===== src/status_readback_pkg.sv =====
// Shared constants for the display status readback block
package status_readback_pkg;

  // ------------------------------------------------------------
  // Command codes taken while data/command select is low
  // ------------------------------------------------------------
  localparam logic [7:0] CMD_READ_STATUS = 8'h09;
  localparam logic [7:0] CMD_READ_POWER = 8'h0a;

  // ------------------------------------------------------------
  // Reset values and read framing
  // ------------------------------------------------------------
  localparam logic [31:0] DISPLAY_STATUS_RESET = 32'h00610000;
  localparam logic [7:0] POWER_MODE_RESET = 8'h08;
  localparam logic [7:0] DUMMY_BYTE = 8'h00;
  localparam logic [7:0] IDLE_READ_BYTE = 8'h00;
  localparam logic [2:0] STATUS_DATA_BYTES = 3'h4;
  localparam logic [2:0] POWER_DATA_BYTES = 3'h1;

  // ------------------------------------------------------------
  // Memory access control bit positions
  // ------------------------------------------------------------
  localparam int MAC_ROW_ORDER = 7;
  localparam int MAC_COLUMN_ORDER = 6;
  localparam int MAC_ROW_COLUMN_SWAP = 5;
  localparam int MAC_REFRESH_DIRECTION = 4;
  localparam int MAC_COLOUR_ORDER = 3;

  // ------------------------------------------------------------
  // Display status word bit positions
  // ------------------------------------------------------------
  localparam int DSW_BOOSTER_OK = 31;
  localparam int DSW_ROW_ORDER = 30;
  localparam int DSW_COLUMN_ORDER = 29;
  localparam int DSW_ROW_COLUMN_SWAP = 28;
  localparam int DSW_REFRESH_DIRECTION = 27;
  localparam int DSW_COLOUR_ORDER = 26;
  localparam int DSW_PIXEL_FORMAT_LSB = 20;
  localparam int DSW_IDLE = 19;
  localparam int DSW_PARTIAL = 18;
  localparam int DSW_AWAKE = 17;
  localparam int DSW_NORMAL = 16;
  localparam int DSW_INVERSION = 13;
  localparam int DSW_DISPLAY_ON = 10;
  localparam int DSW_TEAR_ENABLE = 9;
  localparam int DSW_TEAR_MODE = 5;

  // ------------------------------------------------------------
  // Power mode byte bit positions
  // ------------------------------------------------------------
  localparam int PMB_BOOSTER_OK = 7;
  localparam int PMB_IDLE = 6;
  localparam int PMB_PARTIAL = 5;
  localparam int PMB_AWAKE_FLAG_PM = 4;
  localparam int PMB_NORMAL = 3;
  localparam int PMB_DISPLAY_ON = 2;

  // ------------------------------------------------------------
  // Pin synchroniser layout and idle levels
  // ------------------------------------------------------------
  localparam int PIN_WIDTH = 11;
  localparam int PIN_DATA_LSB = 0;
  localparam int PIN_READ_STROBE = 8;
  localparam int PIN_WRITE_STROBE = 9;
  localparam int PIN_DATA_COMMAND = 10;
  localparam logic [10:0] PIN_IDLE = 11'h700;

  // Readback sequencer states
  typedef enum logic [1:0] {
    ST_IDLE,
    ST_DUMMY,
    ST_DATA
  } read_state_t;

endpackage


===== src/status_if.sv =====
// Interface carrying the assembled status word and power byte
`timescale 1ns/100ps
interface status_if;
  logic [31:0] status_word; // Display status word, registered
  logic [7:0] power_mode; // Power mode byte, registered

  modport producer (output status_word, output power_mode);
  modport consumer (input status_word, input power_mode);
endinterface


===== src/pin_sync.sv =====
// Three-stage pin synchroniser that accepts a level once two stages agree
`timescale 1ns/100ps
module pin_sync
  import status_readback_pkg::*;
(
  input wire logic clk,
  input wire logic rst_b,
  input wire logic [PIN_WIDTH-1:0] pin_in,
  output logic [PIN_WIDTH-1:0] pin_out
);

  // ------------------------------------------------------------
  // Per-bit stages
  // ------------------------------------------------------------
  genvar gi;
  generate
    for (gi = 0; gi < PIN_WIDTH; gi++) begin : g_bit
      logic s1_ff; // Metastability catcher, read only by s2
      logic s2_ff;
      logic s3_ff;
      logic out_ff;
      logic nxt_out;

      // Accept a new level only once the last two stages agree
      always_comb begin
        nxt_out = out_ff;
        if (s2_ff == s3_ff) begin
          nxt_out = s3_ff;
        end
      end

      // Stages reset to the idle level of their pin
      always_ff @(posedge clk or negedge rst_b) begin
        if (!rst_b) begin
          s1_ff <= PIN_IDLE[gi];
          s2_ff <= PIN_IDLE[gi];
          s3_ff <= PIN_IDLE[gi];
          out_ff <= PIN_IDLE[gi];
        end else begin
          s1_ff <= pin_in[gi];
          s2_ff <= s1_ff;
          s3_ff <= s2_ff;
          out_ff <= nxt_out;
        end
      end

      assign pin_out[gi] = out_ff;
    end
  endgenerate

endmodule // pin_sync


===== src/status_assembler.sv =====
// Builds the display status word and power mode byte from live mode flags
`timescale 1ns/100ps
module status_assembler
  import status_readback_pkg::*;
(
  input wire logic clk,
  input wire logic rst_b,
  input wire logic [7:0] memory_access_control,
  input wire logic [2:0] pixel_format_field,
  input wire logic idle_active_flag,
  input wire logic partial_active_flag,
  input wire logic awake_flag,
  input wire logic normal_display_flag,
  input wire logic inversion_active_flag,
  input wire logic display_on_flag,
  input wire logic tear_output_enable_flag,
  input wire logic tear_output_mode_flag,
  input wire logic booster_ok_flag,
  status_if.producer stat
);

  logic [31:0] word_ff; // Registered status word
  logic [7:0] power_ff; // Registered power byte
  logic [31:0] nxt_word;
  logic [7:0] nxt_power;

  // ------------------------------------------------------------
  // Field placement; unlisted bits stay zero
  // ------------------------------------------------------------
  always_comb begin
    nxt_word = 32'h00000000;
    nxt_word[DSW_BOOSTER_OK] = booster_ok_flag;
    nxt_word[DSW_ROW_ORDER] = memory_access_control[MAC_ROW_ORDER]; // [RQ1]
    nxt_word[DSW_COLUMN_ORDER] = memory_access_control[MAC_COLUMN_ORDER]; // [RQ2]
    nxt_word[DSW_ROW_COLUMN_SWAP] = memory_access_control[MAC_ROW_COLUMN_SWAP]; // [RQ3]
    nxt_word[DSW_REFRESH_DIRECTION] = memory_access_control[MAC_REFRESH_DIRECTION]; // [RQ4]
    nxt_word[DSW_COLOUR_ORDER] = memory_access_control[MAC_COLOUR_ORDER]; // [RQ5]
    nxt_word[DSW_PIXEL_FORMAT_LSB +: 3] = pixel_format_field; // [RQ6]
    nxt_word[DSW_IDLE] = idle_active_flag; // [RQ7]
    nxt_word[DSW_PARTIAL] = partial_active_flag; // [RQ7]
    nxt_word[DSW_AWAKE] = awake_flag; // [RQ7]
    nxt_word[DSW_NORMAL] = normal_display_flag; // [RQ7]
    nxt_word[DSW_INVERSION] = inversion_active_flag; // [RQ8]
    nxt_word[DSW_DISPLAY_ON] = display_on_flag; // [RQ8]
    nxt_word[DSW_TEAR_ENABLE] = tear_output_enable_flag; // [RQ8]
    nxt_word[DSW_TEAR_MODE] = tear_output_mode_flag; // [RQ9]
    nxt_power = 8'h00; // Low two bits read zero [RQ10]
    nxt_power[PMB_BOOSTER_OK] = booster_ok_flag; // [RQ10]
    nxt_power[PMB_IDLE] = idle_active_flag; // [RQ10]
    nxt_power[PMB_PARTIAL] = partial_active_flag; // [RQ10]
    nxt_power[PMB_AWAKE_FLAG_PM] = awake_flag; // [RQ10]
    nxt_power[PMB_NORMAL] = normal_display_flag; // [RQ10]
    nxt_power[PMB_DISPLAY_ON] = display_on_flag; // [RQ10]
  end

  // Registered so a read byte never sees a half-updated mode change
  always_ff @(posedge clk or negedge rst_b) begin
    if (!rst_b) begin
      word_ff <= DISPLAY_STATUS_RESET; // [RQ12]
      power_ff <= POWER_MODE_RESET; // [RQ12]
    end else begin
      word_ff <= nxt_word;
      power_ff <= nxt_power;
    end
  end

  assign stat.status_word = word_ff;
  assign stat.power_mode = power_ff;

endmodule // status_assembler


===== src/status_readback.sv =====
// Top of the status readback command interpreter on the host command bus
//
// What this block does
// [RQ1] Row order bit mirrors access control bit 7
// [RQ2] Column order bit mirrors access control bit 6
// [RQ3] Swap bit mirrors access control bit 5
// [RQ4] Refresh direction mirrors access control bit 4
// [RQ5] Colour order mirrors access control bit 3
// [RQ6] Pixel format field reports 011/101/110 encodings
// [RQ7] Partial, awake, normal, idle flags read active-high
// [RQ8] Inversion, display on, tear enable read active-high
// [RQ9] Tear mode bit: zero vertical, one both
// [RQ10] Power byte: booster, modes, low bits zero
// [RQ11] Command, then dummy read, then data reads
// [RQ12] Reset values 00610000 and 08
// [RQ13] Reads work in every power state
`timescale 1ns/100ps
module status_readback
  import status_readback_pkg::*;
(
  input wire logic clk,
  input wire logic rst_b,
  input wire logic data_command_select,
  input wire logic write_strobe_n,
  input wire logic read_strobe_n,
  input wire logic [7:0] data_in,
  output logic [7:0] data_out,
  output logic data_oe,
  input wire logic [7:0] memory_access_control,
  input wire logic [2:0] pixel_format_field,
  input wire logic idle_active_flag,
  input wire logic partial_active_flag,
  input wire logic awake_flag,
  input wire logic normal_display_flag,
  input wire logic inversion_active_flag,
  input wire logic display_on_flag,
  input wire logic tear_output_enable_flag,
  input wire logic tear_output_mode_flag,
  input wire logic booster_ok_flag
);

  // ------------------------------------------------------------
  // Pin synchronisation
  // ------------------------------------------------------------
  logic [PIN_WIDTH-1:0] pins_raw; // Pins as they arrive
  logic [PIN_WIDTH-1:0] pins_sync; // Pins after agreement filter
  logic dc_s; // Synchronised data/command select
  logic wr_s; // Synchronised write strobe, low active
  logic rd_s; // Synchronised read strobe, low active
  logic [7:0] bus_s; // Synchronised data lines

  assign pins_raw = {data_command_select, write_strobe_n, read_strobe_n, data_in};

  pin_sync u_pin_sync (
    .clk(clk),
    .rst_b(rst_b),
    .pin_in(pins_raw),
    .pin_out(pins_sync)
  );

  // Data travels the same path as the strobes, so they stay aligned
  assign dc_s = pins_sync[PIN_DATA_COMMAND];
  assign wr_s = pins_sync[PIN_WRITE_STROBE];
  assign rd_s = pins_sync[PIN_READ_STROBE];
  assign bus_s = pins_sync[PIN_DATA_LSB +: 8];

  // ------------------------------------------------------------
  // Status assembly
  // ------------------------------------------------------------
  status_if stat ();

  status_assembler u_status_assembler (
    .clk(clk),
    .rst_b(rst_b),
    .memory_access_control(memory_access_control),
    .pixel_format_field(pixel_format_field),
    .idle_active_flag(idle_active_flag),
    .partial_active_flag(partial_active_flag),
    .awake_flag(awake_flag),
    .normal_display_flag(normal_display_flag),
    .inversion_active_flag(inversion_active_flag),
    .display_on_flag(display_on_flag),
    .tear_output_enable_flag(tear_output_enable_flag),
    .tear_output_mode_flag(tear_output_mode_flag),
    .booster_ok_flag(booster_ok_flag),
    .stat(stat)
  );

  // ------------------------------------------------------------
  // Sequencer state
  // ------------------------------------------------------------
  read_state_t state_ff; // Where the read sequence stands
  read_state_t nxt_state;
  logic is_status_ff; // One for the status word, zero for power byte
  logic nxt_is_status;
  logic [2:0] idx_ff; // Data byte number, zero based
  logic [2:0] nxt_idx;
  logic wr_prev_ff; // Last write strobe level, for edges
  logic rd_prev_ff; // Last read strobe level, for edges
  logic [7:0] data_out_ff; // Byte on the data lines
  logic [7:0] nxt_data_out;
  logic data_oe_ff; // High while the lines are driven
  logic nxt_data_oe;
  logic wr_rise; // End of a write strobe
  logic rd_fall; // Start of a read strobe
  logic rd_rise; // End of a read strobe
  logic [7:0] data_byte; // Data byte for the current index
  logic [2:0] last_idx; // Index of the final data byte

  assign wr_rise = wr_s && !wr_prev_ff;
  assign rd_fall = !rd_s && rd_prev_ff;
  assign rd_rise = rd_s && !rd_prev_ff;
  assign last_idx = (is_status_ff ? STATUS_DATA_BYTES : POWER_DATA_BYTES) - 3'h1;

  // Pick the byte, most significant first
  always_comb begin
    data_byte = stat.power_mode;
    if (is_status_ff) begin
      case (idx_ff)
        3'h0: data_byte = stat.status_word[31:24];
        3'h1: data_byte = stat.status_word[23:16];
        3'h2: data_byte = stat.status_word[15:8];
        default: data_byte = stat.status_word[7:0];
      endcase
    end
  end

  // ------------------------------------------------------------
  // Next-state logic
  // ------------------------------------------------------------
  // No power-state check anywhere: readback is always answered [RQ13]
  always_comb begin
    nxt_state = state_ff;
    nxt_is_status = is_status_ff;
    nxt_idx = idx_ff;
    nxt_data_out = data_out_ff;
    nxt_data_oe = data_oe_ff;
    if (wr_rise) begin
      // Any write ends a read in progress; only a command starts one
      nxt_state = ST_IDLE;
      nxt_idx = 3'h0;
      if (!dc_s && (bus_s == CMD_READ_STATUS || bus_s == CMD_READ_POWER)) begin
        nxt_state = ST_DUMMY; // [RQ11]
        nxt_is_status = (bus_s == CMD_READ_STATUS);
      end
    end else if (rd_fall && dc_s) begin
      // Drive the byte for the whole low phase of the read strobe [RQ13]
      nxt_data_oe = 1'b1;
      case (state_ff)
        ST_DUMMY: nxt_data_out = DUMMY_BYTE; // [RQ11]
        ST_DATA: nxt_data_out = data_byte; // [RQ11]
        default: nxt_data_out = IDLE_READ_BYTE;
      endcase
    end else if (rd_rise) begin
      // Release the lines and step on to the next byte
      nxt_data_oe = 1'b0;
      case (state_ff)
        ST_DUMMY: begin
          nxt_state = ST_DATA;
          nxt_idx = 3'h0;
        end
        ST_DATA: begin
          if (idx_ff == last_idx) begin
            nxt_state = ST_IDLE;
          end else begin
            nxt_idx = idx_ff + 3'h1;
          end
        end
        default: nxt_state = ST_IDLE;
      endcase
    end
  end

  // Registers only; all outputs leave straight from here
  always_ff @(posedge clk or negedge rst_b) begin
    if (!rst_b) begin
      state_ff <= ST_IDLE;
      is_status_ff <= 1'b0;
      idx_ff <= 3'h0;
      wr_prev_ff <= 1'b1;
      rd_prev_ff <= 1'b1;
      data_out_ff <= 8'h00;
      data_oe_ff <= 1'b0;
    end else begin
      state_ff <= nxt_state;
      is_status_ff <= nxt_is_status;
      idx_ff <= nxt_idx;
      wr_prev_ff <= wr_s;
      rd_prev_ff <= rd_s;
      data_out_ff <= nxt_data_out;
      data_oe_ff <= nxt_data_oe;
    end
  end

  assign data_out = data_out_ff;
  assign data_oe = data_oe_ff;

endmodule // status_readback


===== config.mk =====
export PLATFORM = sky130hd
export DESIGN_NAME = status_readback
export DESIGN_NICKNAME = d
export VERILOG_FILES = /design/src/status_readback_pkg.sv /design/src/status_if.sv /design/src/pin_sync.sv /design/src/status_assembler.sv /design/src/status_readback.sv
export SDC_FILE = /design/constraint.sdc
export NUM_CORES = 1
export LEC_CHECK = 0
export BUFFER_PORTS_ARGS = -buffer_cell sky130_fd_sc_hd__buf_2
export CORE_MARGIN = 2
export CORE_UTILIZATION = 40
export CTS_CLUSTER_DIAMETER = 80
export CTS_CLUSTER_SIZE = 16
export DETAILED_ROUTE_END_ITERATION = 7
export PLACE_DENSITY_LB_ADDON = 0.08
export SKIP_LAST_GASP = 1
export SYNTH_ARGS = -nofsm -noshare
export SYNTH_HDL_FRONTEND = slang
export SYNTH_SLANG_ARGS = --single-unit

===== constraint.sdc =====
create_clock -name clk -period 1.9 [get_ports clk]
set_input_delay 0.38 -clock clk [delete_from_list [all_inputs] [get_ports clk]]
set_output_delay 0.38 -clock clk [all_outputs]
set_load 0.02 [all_outputs]

# Word-level counts from Yosys, hierarchy flattened
# Cells that the tools add are included.
dict set report word_totals {
  regBits 84
  inputBits 33
  out_inout_bits 9
  elab_cells 113
}
dict set report classes {
  n_addsub 2
  n_eq_ne 21
  n_mux 17
  bitwise_logic 1
  n_reduce_logical 19
}
# op count
set ops {}
lappend ops {{case mux 8 bit (3 select lines)} 1}
lappend ops {{equality test 8 x 4 -> 1 bit, second input constant} 2}
lappend ops {{2-to-1 mux 8 bit} 2}
lappend ops {{2-to-1 mux 3 bit} 5}
lappend ops {{equality test 1 bit} 11}
lappend ops {{2-to-1 mux 2 bit} 4}
lappend ops {{!= test 3 bit, second input constant} 2}
lappend ops {{case mux 3 bit (2 select lines)} 1}
lappend ops {{AND reduction 2 bit} 3}
lappend ops {{logical AND 1 bit} 5}
lappend ops {{zero test 1 bit} 4}
lappend ops {{case mux 2 bit (2 select lines)} 1}
lappend ops {{AND reduction 4 bit} 1}
lappend ops {{nonzero test 2 bit} 2}
lappend ops {{adder 3 x 1 -> 3 bit, second input constant} 1}
lappend ops {{equality test 3 x 1 -> 1 bit, second input constant} 1}
lappend ops {{equality test 3 x 2 -> 1 bit, second input constant} 1}
lappend ops {{equality test 3 bit} 1}
lappend ops {{zero test 3 bit} 1}
lappend ops {{2-to-1 mux 1 bit} 3}
lappend ops {{AND reduction 3 bit} 1}
lappend ops {{nonzero test 3 bit} 1}
lappend ops {{subtractor 3 x 1 -> 3 bit, second input constant} 1}
lappend ops {{equality test 2 x 1 -> 1 bit, second input constant} 1}
lappend ops {{4 further kinds} 4}

# Logic depth before layout (Yosys ltp)
# Gate-level depths: netlist (run 1).
dict set report depth {
  word_depth 8
  mapped_depth 7
}

# Hierarchy
# From an unflattened synthesis (run 1), not the netlist that was laid out.
dict set report unflattened {
  hier_cells 229
  area_unflattened_um2 3057.9
}
# module instances cells_per_inst area_per_inst_um2 seq_area_each_um2
set modules_own_cells {}
lappend modules_own_cells {pin_sync 1 66 1322.5 1116.1}
lappend modules_own_cells {status_readback 1 122 1129.8 427.9}
lappend modules_own_cells {status_assembler 1 41 605.6 429.2}

# Least setup slack after synthesis (run 1)
# Ideal clock, no wire load.
dict set report synth_path {
  path_kind {reg-to-reg}
  startpoint {register idx_ff[1]}
  endpoint {register data_out_ff[5] (netlist: data_out[5])}
  setup_time_ns 0.066
  t_arrival_ns 1.526
  t_required_ns 1.834
  setup_slack_ns 0.308
  path_stages_with_launch 8
  cell_sequence {dfrtp_1 inv_1 ha_1 buf_2 nor3_1 or4_1 nand3_1 a22o_1}
}
dict set report synth_via {
  elab_chain_cells 4
  word_cells_on_any_way 6
  cone_classes {2 x eq/ne; 3 x mux; 1 x reduce/logical}
}
# item line_no
set synth_rtl {}
lappend synth_rtl {{start: declaration} status_readback.sv:96} ;# logic [2:0] idx_ff;
lappend synth_rtl {{start signal: assignment} status_readback.sv:187} ;# idx_ff <= nxt_idx;
lappend synth_rtl {{equality test 3 x 2 -> 1 bit (tied with other cells)} status_readback.sv:119} ;# case (idx_ff)
lappend synth_rtl {{case mux 8 bit (3 select lines) *} status_readback.sv:119}
lappend synth_rtl {{2-to-1 mux 8 bit *} status_readback.sv:118} ;# if (is_status_ff) begin
lappend synth_rtl {{2-to-1 mux 8 bit *} status_readback.sv:149} ;# case (state_ff)
lappend synth_rtl {{end signal: assignment} status_readback.sv:190} ;# data_out_ff <= nxt_data_out;
lappend synth_rtl {{end: declaration} status_readback.sv:100} ;# logic [7:0] data_out_ff;
# Mark *: on every way between the ends. The rest lies on a longest branch, timed or not.
# A chain may end at the register's enable or synchronous reset.

# Worst setup path in the final report (run 1)
dict set report layout_path {
  startpoint {register idx_ff[0]}
  endpoint {register data_out_ff[5] (netlist: data_out[5])}
}
# Same word-level chain as after synthesis.

==> metrics.md, run 1 <==
| Metric | Value |
|---|---|
| Clk_skew | between 10 and 15 ps |
| Reg2reg start | idx_ff[0]$_DFFE_PN0P_ |
| DR vias | roughly 1.5k |
| Maximum number of pins on one net before global-route repair | between 40 and 50 |
| Die W | ~86 um |
| Synthesized net count | approximately 220 |
| Worst EP required | approximately 2200 ps |
| Number of remaining DRC errors | 0 |
| H-tree depth | 3 |
| Crit. End Element | flop |
| Cell variety after synth | 35 |
| Cell count of the worst hold path | 1 |
| HPWL after DPL | roughly 3000 um |
| Detailed Route Iter0 Violations | 85 |
| # resized after CTS | 0 |
| CTS buffer count | 9 |
| Slew @ Worst Pin | around 420 ps |
| Min Tclk post-route | 1700 ps |
| Reg clk slew, reported paths | around 80 ps |
| Syn avg cell area | between 10 and 15 um2 |
| Setup TNS | 0 ps |
| Peak VDD IR | 0.0005140 V |
| PD cells | ~1000 nW/um2 |
| Worst-Skew Late Latency | approximately 350 ps |
| Initial antenna violation count | 0 |
| Global-route wire length before repair | around 7600 um |
| Cells after DPL | about 290 |
| RR Endpoint | data_out[5]$_DFFE_PN0P_ |
| Total gr overflow | 0 |
| Nets | 266 |
| Gr usage total | 13.69% |
| Synth warn | 0 |
| Filler instances | 591 |
| Hold Path End | u_pin_sync.g_bit[10].s1_ff$_DFF_PN1_ |
| I/O pin count | 42 |
| Post-synth ARST share | 100.0% |
| Layout Utilization | roughly half |
| Ant diodes | 0 |
| Root buf cell | clkbuf_8 |
| Synth top area share | between 50% and 60% |
| Pre-antenna DRT Iters | 4 |
| Status | finished, final reports clean |
| Multi-input logic area | around 670 um2 |
| Register area | around 2000 um2 |
| Vias/cell | just under 5 |
| Layout area overhead | 18.22% |
| DP Area | between 2000 and 3000 um2 |
| RSZ-0062 raised after global routing | false |
| Vias in the first global route | approximately 1.6k |
| Final slew viol count | 0 |
| Die area | 7440 um2 |
| Final setup vio count | 0 |
| Worst slew margin | between 70% and 80% |
| Post-synth EDFFs | 0 |
| Hold wc startpoint | data_command_select |
| Clock buffer depth | 2 |
| Height of the die | 86.26 um |
| Cell Count, Final, Fillers Out | about 310 |
| Core area | roughly 6500 um2 |
| Area leader, netlist | dfrtp_1 |
| Fmax | slightly below 600 MHz |
| Layout cells sized above 1 | roughly 34% |
| Maxcap violations | 0 |
| Setup repair bufs after CTS | 0 |
| Period utilisation layout | 89.46% |
| Worst min path class | input port to flop |
| Sequential-to-total area share from yosys stat | 72.91% |
| R2r setup slk | about 200 ps |
| Antenna Violating Nets Remaining | 0 |
| Yosys reg bits | approximately 80 |
| Global placement routability congestion | roughly 0.74 |
| Worst Setup Path Type | flop to flop |
| Startpoint types | flop |
| Initial Util | 41.90% |
| Worst R2R Path Depth | 6 |
| Fin. Hold Viols | 0 |
| Worst-path fanout max | 7 |
| Port Buffer Count | 38 |
| Synthesized instance count | 182 |
| Clk sinks | around 80 |
| CP Data Arrival Time | 1980 ps |
| Row count | 29 |
| Final WL | roughly 4400 um |
| Synth Flop Type | dfrtp_1 |
| CTS tree | yes |
| Leakage | around 1.4 nW |
| Synth area leaders | dfrtp_1 (56%), dfstp_2 (17%), maj3_1 (4.1%), o21ai_0 (2.0%), a22o_1 (1.9%) |
| Wire length per cell | between 10 and 15 um |
| Cell Area, Synth | approximately 2700 um2 |
| Design area | around 3200 um2 |
metal layers:
metal  part of all wire (%)  track usage, %
met5                      0               0
met4                    1.9           5.540
met3                    6.0           6.000
met2                     48           21.78
met1                     44           16.44
critical path, stage by stage, from the launching register on:
cell     delay [ps]
dfrtp_1         400
inv_1           100
ha_1            320
nor3_1          120
or4_1           470
nand3_1         110
a22o_1          130
cells by family (layout without fill, tap and decap cells):
kind of cell,after synthesis,after routing,synth area share [%]
flip-flops,78,78,72.91
AND/OR/NAND/NOR,40,40,9.108
buffers and inverters,11,63,2.312
XOR/XNOR,1,1,0.3237
AO/OA/AOI/OAI,36,36,9.061
multiplexers,1,1,0.3699
adder cells (fa/ha/maj),15,15,5.918
report_power, final:
part	internal [mW]	leakage [nW]	switching, mW
sequential	1.77	0.923	0.0479
clock	0.618	0.0935	0.607
combinational	0.0722	0.410	0.0857
cells in the final DEF, fill, tap and decap left out, types with 4 or more instances in the layout:
cell / synthesis / routed
dfstp_2: 17 / 17
a22o_1: 6 / 6
dfrtp_1: 61 / 61
nand2_1: 8 / 8
a22oi_1: 5 / 5
maj3_1: 11 / 11
a31oi_1: 4 / 4
buf_2: 2 / 37
clkbuf_8: 0 / 9
buf_4: 1 / 4
nor2b_1: 5 / 5
nand3_1: 5 / 5
inv_1: 4 / 4
ha_1: 4 / 4
o21ai_0: 11 / 11
cell usage after synthesis (2+ instances only):
library cell and n:
a22o_1 6, nor3_1 2, nand4_1 3, o21ai_0 11
a21oi_1 3, o211ai_1 2, nand2b_1 3, a22oi_1 5
buf_6 2, nor2b_4 2, buf_2 2, a31oi_1 4
ha_1 4, nand2_1 8, nor4_1 3, or4_1 3
o2bb2ai_1 3, dfrtp_1 61, dfstp_2 17, clkbuf_1 2
maj3_1 11, inv_1 4, nor2b_1 5, nand3_1 5
through the flow:
| stage | total power [mW] | setup slack (ps) | hold WS, ps |
|---|---|---|---|
| final | 3.198 | 200.2 | 120.3 |
| after floorplan | 1.916 | 308.2 | 84.41 |
| after CTS | 3.252 | 189.8 | 101.6 |
| after detailed placement | 2.009 | 220.2 | 334.7 |
| after global routing | 3.353 | 77.84 | 94.39 |
| after global placement | 2.001 | 257.6 | 332.5 |
worst max path at each step:
stage | slack, ps | end | startpoint
after floorplan | 310 | data_out[5]$_DFFE_PN0P_ | idx_ff[1]$_DFFE_PN0P_
after global placement | 260 | data_out[5]$_DFFE_PN0P_ | idx_ff[0]$_DFFE_PN0P_
after detailed placement | 220 | data_out[5]$_DFFE_PN0P_ | idx_ff[0]$_DFFE_PN0P_
after CTS | 190 | data_out[5]$_DFFE_PN0P_ | idx_ff[0]$_DFFE_PN0P_
after global routing | 80 | data_out[5]$_DFFE_PN0P_ | idx_ff[0]$_DFFE_PN0P_
final | 200 | data_out[5]$_DFFE_PN0P_ | idx_ff[0]$_DFFE_PN0P_
final cells by class:
class	count	share of cell area (%)
sequential	78	61.67
multi-input combinational	93	20.96
timing repair buffer	43	7.665
clock buffer	10	3.989
tap	77	3.011
clock inverter	6	2.229
inverter	4	0.4693
sequential cells by signal (all words and copies together) (netlist names):
| name | count |
|---|---|
| data_oe | 1 |
| data_out | 8 |
| idx_ff | 3 |
| is_status_ff | 1 |
| rd_prev_ff | 1 |
| state_ff | 2 |
| u_pin_sync.g_bit.out_ff | 11 |
| u_pin_sync.g_bit.s1_ff | 11 |
| u_pin_sync.g_bit.s2_ff | 11 |
| u_pin_sync.g_bit.s3_ff | 11 |
| u_status_assembler.stat.power_mode | 6 |
| u_status_assembler.stat.status_word | 11 |
| wr_prev_ff | 1 |
what timing repair did:
item / in CTS / in global routing
endpoints found under the hold margin: 18 / 0
endpoints found under the setup margin: 0 / 0
hold buffers: 1 / 0
(Power assumes the default switching activity.)
==> inputs of run 2 (changes only) <==
Settings changed: BUFFER_PORTS_ARGS -buffer_cell sky130_fd_sc_hd__buf_2 to -buffer_cell sky130_fd_sc_hd__buf_4.
==> metrics.md, run 2 (synthesis results as in run 1) <==
| Metric | Value |
|---|---|
| Status | finished, final reports clean (unchanged) |
| Layout area overhead | 21.31% (was 18.22%) |
| Cell Count, Final, Fillers Out | 312 (was 311) |
| Setup ws final | 215.5 ps (was 200.2 ps) |
| Height of the die | 86.26 um (unchanged) |
| HPWL after DPL | 3130 um (was 3033 um) |
| Total gr overflow | 0 (unchanged) |
| CTS buffer count | 9 (unchanged) |
| Final slew viol count | 0 (unchanged) |
| Port Buffer Count | 38 (unchanged) |
| PD cells | 944.5 nW/um2 (was 999.5 nW/um2) |
| Row count | 29 (unchanged) |
| Root buf cell | clkbuf_8 (unchanged) |
| Worst EP required | 2180 ps (about the same) |
| I/O pin count | 42 (unchanged) |
| Antenna Violating Nets Remaining | 0 (unchanged) |
| Worst min path class | input port to flop (unchanged) |
| Clock buffer depth | 2 (unchanged) |
| Die area | 7440 um2 (unchanged) |
| Final WL | 4434 um (was 4420 um) |
| Ant diodes | 0 (unchanged) |
| Gr usage total | 13.95% (was 13.69%) |
| Startpoint types | flop (unchanged) |
| Global placement routability congestion | 0.7626 (was 0.7438) |
| Cells after DPL | 295 (was 294) |
| Layout cells sized above 1 | 34.47% (was 33.76%) |
| Commonest non-fill, non-tap cells in the layout | dfrtp_1 (61), buf_4 (42), dfstp_2 (17) (was dfrtp_1 (61), buf_2 (37), dfstp_2 (17)) |
| Reg clk slew, reported paths | 80 ps (about the same) |
| Global-route wire length before repair | 7935 um (was 7638 um) |
| Fin. Hold Viols | 0 (unchanged) |
| Min Tclk post-route | 1684 ps (was 1700 ps) |
| Worst-Skew Late Latency | 340 ps (was 350 ps) |
| Core area | 6459 um2 (unchanged) |
| Worst-path fanout max | 7 (unchanged) |
| Total power | 3.101 mW (was 3.198 mW) |
| H-tree depth | 3 (unchanged) |
| DR vias | 1586 (was 1544) |
| Peak VDD IR | 0.0005609 V (was 0.0005140 V) |
| Leakage | 1.447 nW (was 1.426 nW) |
| Hold_ws | 140.1 ps (was 120.3 ps) |
| CP Data Arrival Time | 1960 ps (was 1980 ps) |
| Slew @ Worst Pin | 376.2 ps (was 422.3 ps) |
| RSZ-0062 raised after global routing | false (unchanged) |
| Pre-antenna DRT Iters | 4 (unchanged) |
| Nets | 267 (was 266) |
| Dpl ws | 238.9 ps (was 220.2 ps) |
| Clk sinks | 78 (unchanged) |
| Crit. End Element | flop (unchanged) |
| Vias/cell | 5.083 (was 4.965) |
| Most common cell after layout, fill and taps aside | dfrtp_1 (unchanged) |
| Worst Setup Path Type | flop to flop (unchanged) |
| Vias in the first global route | 1726 (was 1591) |
| Worst slew margin | 74.92% (was 71.85%) |
| Initial Util | 41.90% (unchanged) |
| Detailed Route Iter0 Violations | 131 (was 85) |
| Initial antenna violation count | 0 (unchanged) |
| Maximum number of pins on one net before global-route repair | 36 (was 46) |
| Maxcap violations | 0 (unchanged) |
| Die W | 86.26 um (unchanged) |
| Clk_skew | 9.311 ps (was 13.90 ps) |
| Setup repair bufs after CTS | 0 (unchanged) |
| Fmax | 593.7 MHz (was 588.3 MHz) |
| Final setup vio count | 0 (unchanged) |
| Setup TNS | 0 ps (unchanged) |
| CTS tree | yes (unchanged) |
| Period utilisation layout | 88.66% (was 89.46%) |
| Wire length per cell | 14.21 um (about the same) |
| Number of remaining DRC errors | 0 (unchanged) |
-- run 2: changes by cell type in the layout (fill, tap and decap cells not counted) --
cell,change
buf_2,-37
clkinv_4,-1
clkinv_2,+1
clkbuf_1,-1
clkinvlp_4,+1
bufinv_16,-1
buf_4,+38
clkbuf_8,+1
-- run 2: critical path, stage by stage (launching register included) --
cell,delay (ps)
dfrtp_1,400
inv_1,100
ha_1,320
nor3_1,120
or4_1,470
nand3_1,100
a22o_1,120
-- run 2: path summary, 6_finish.rpt --
check / start / to / slack [ps] / depth (start not counted)
hold reg to reg: u_pin_sync.g_bit[1].s1_ff$_DFF_PN0_ / u_pin_sync.g_bit[1].s2_ff$_DFF_PN0_ / 350 / 0
hold / removal: data_in[2] / u_pin_sync.g_bit[2].s1_ff$_DFF_PN0_ / 140 / 1
setup reg to reg: idx_ff[0]$_DFFE_PN0P_ / data_out[5]$_DFFE_PN0P_ / 220 / 6
min in group asynchronous: rst_b / u_status_assembler.stat.status_word[27]$_DFF_PN0_ / 510 / 2
max in group asynchronous: rst_b / u_pin_sync.g_bit[9].out_ff$_DFFE_PN1N_ / 800 / 3
setup / recovery: idx_ff[0]$_DFFE_PN0P_ / data_out[5]$_DFFE_PN0P_ / 220 / 6
-- run 2: timing repair --
item	4_1_cts	5_1_grt
endpoints found under the hold margin	25	0
resized for setup	0	0
hold buffers	1	0
-- run 2: per-stage QoR --
step	util (%)	area (um2)
after global placement	47.85	3090
final	50.83	3283
after detailed placement	47.85	3090
after floorplan	-	2706
after CTS	50.83	3283
after global routing	50.83	3283
-- run 2: area by class of cell --
cell class	count	area [um2]
fill	557	3176
sequential	78	1973
multi-input combinational	93	670.6
timing repair buffer	44	345.3
clock buffer	10	137.6
tap	77	96.34
clock inverter	6	45.04
inverter	4	15.01
-- run 2: report_power, final --
| group | total, mW | switching (mW) | internal, mW | leakage, nW |
|---|---|---|---|---|
| registers | 1.81 | 0.0478 | 1.77 | 0.923 |
| clock network | 1.11 | 0.590 | 0.516 | 0.0853 |
| logic | 0.181 | 0.0874 | 0.0931 | 0.438 |
-- run 2: layer usage --
layer	global-route usage, %	vias up	share of wire [%]
li1	-	746	-
met1	16.69	793	44
met2	22.76	41	50
met3	5.524	6	4.7
met4	5.540	0	1.3
met5	0	-	0
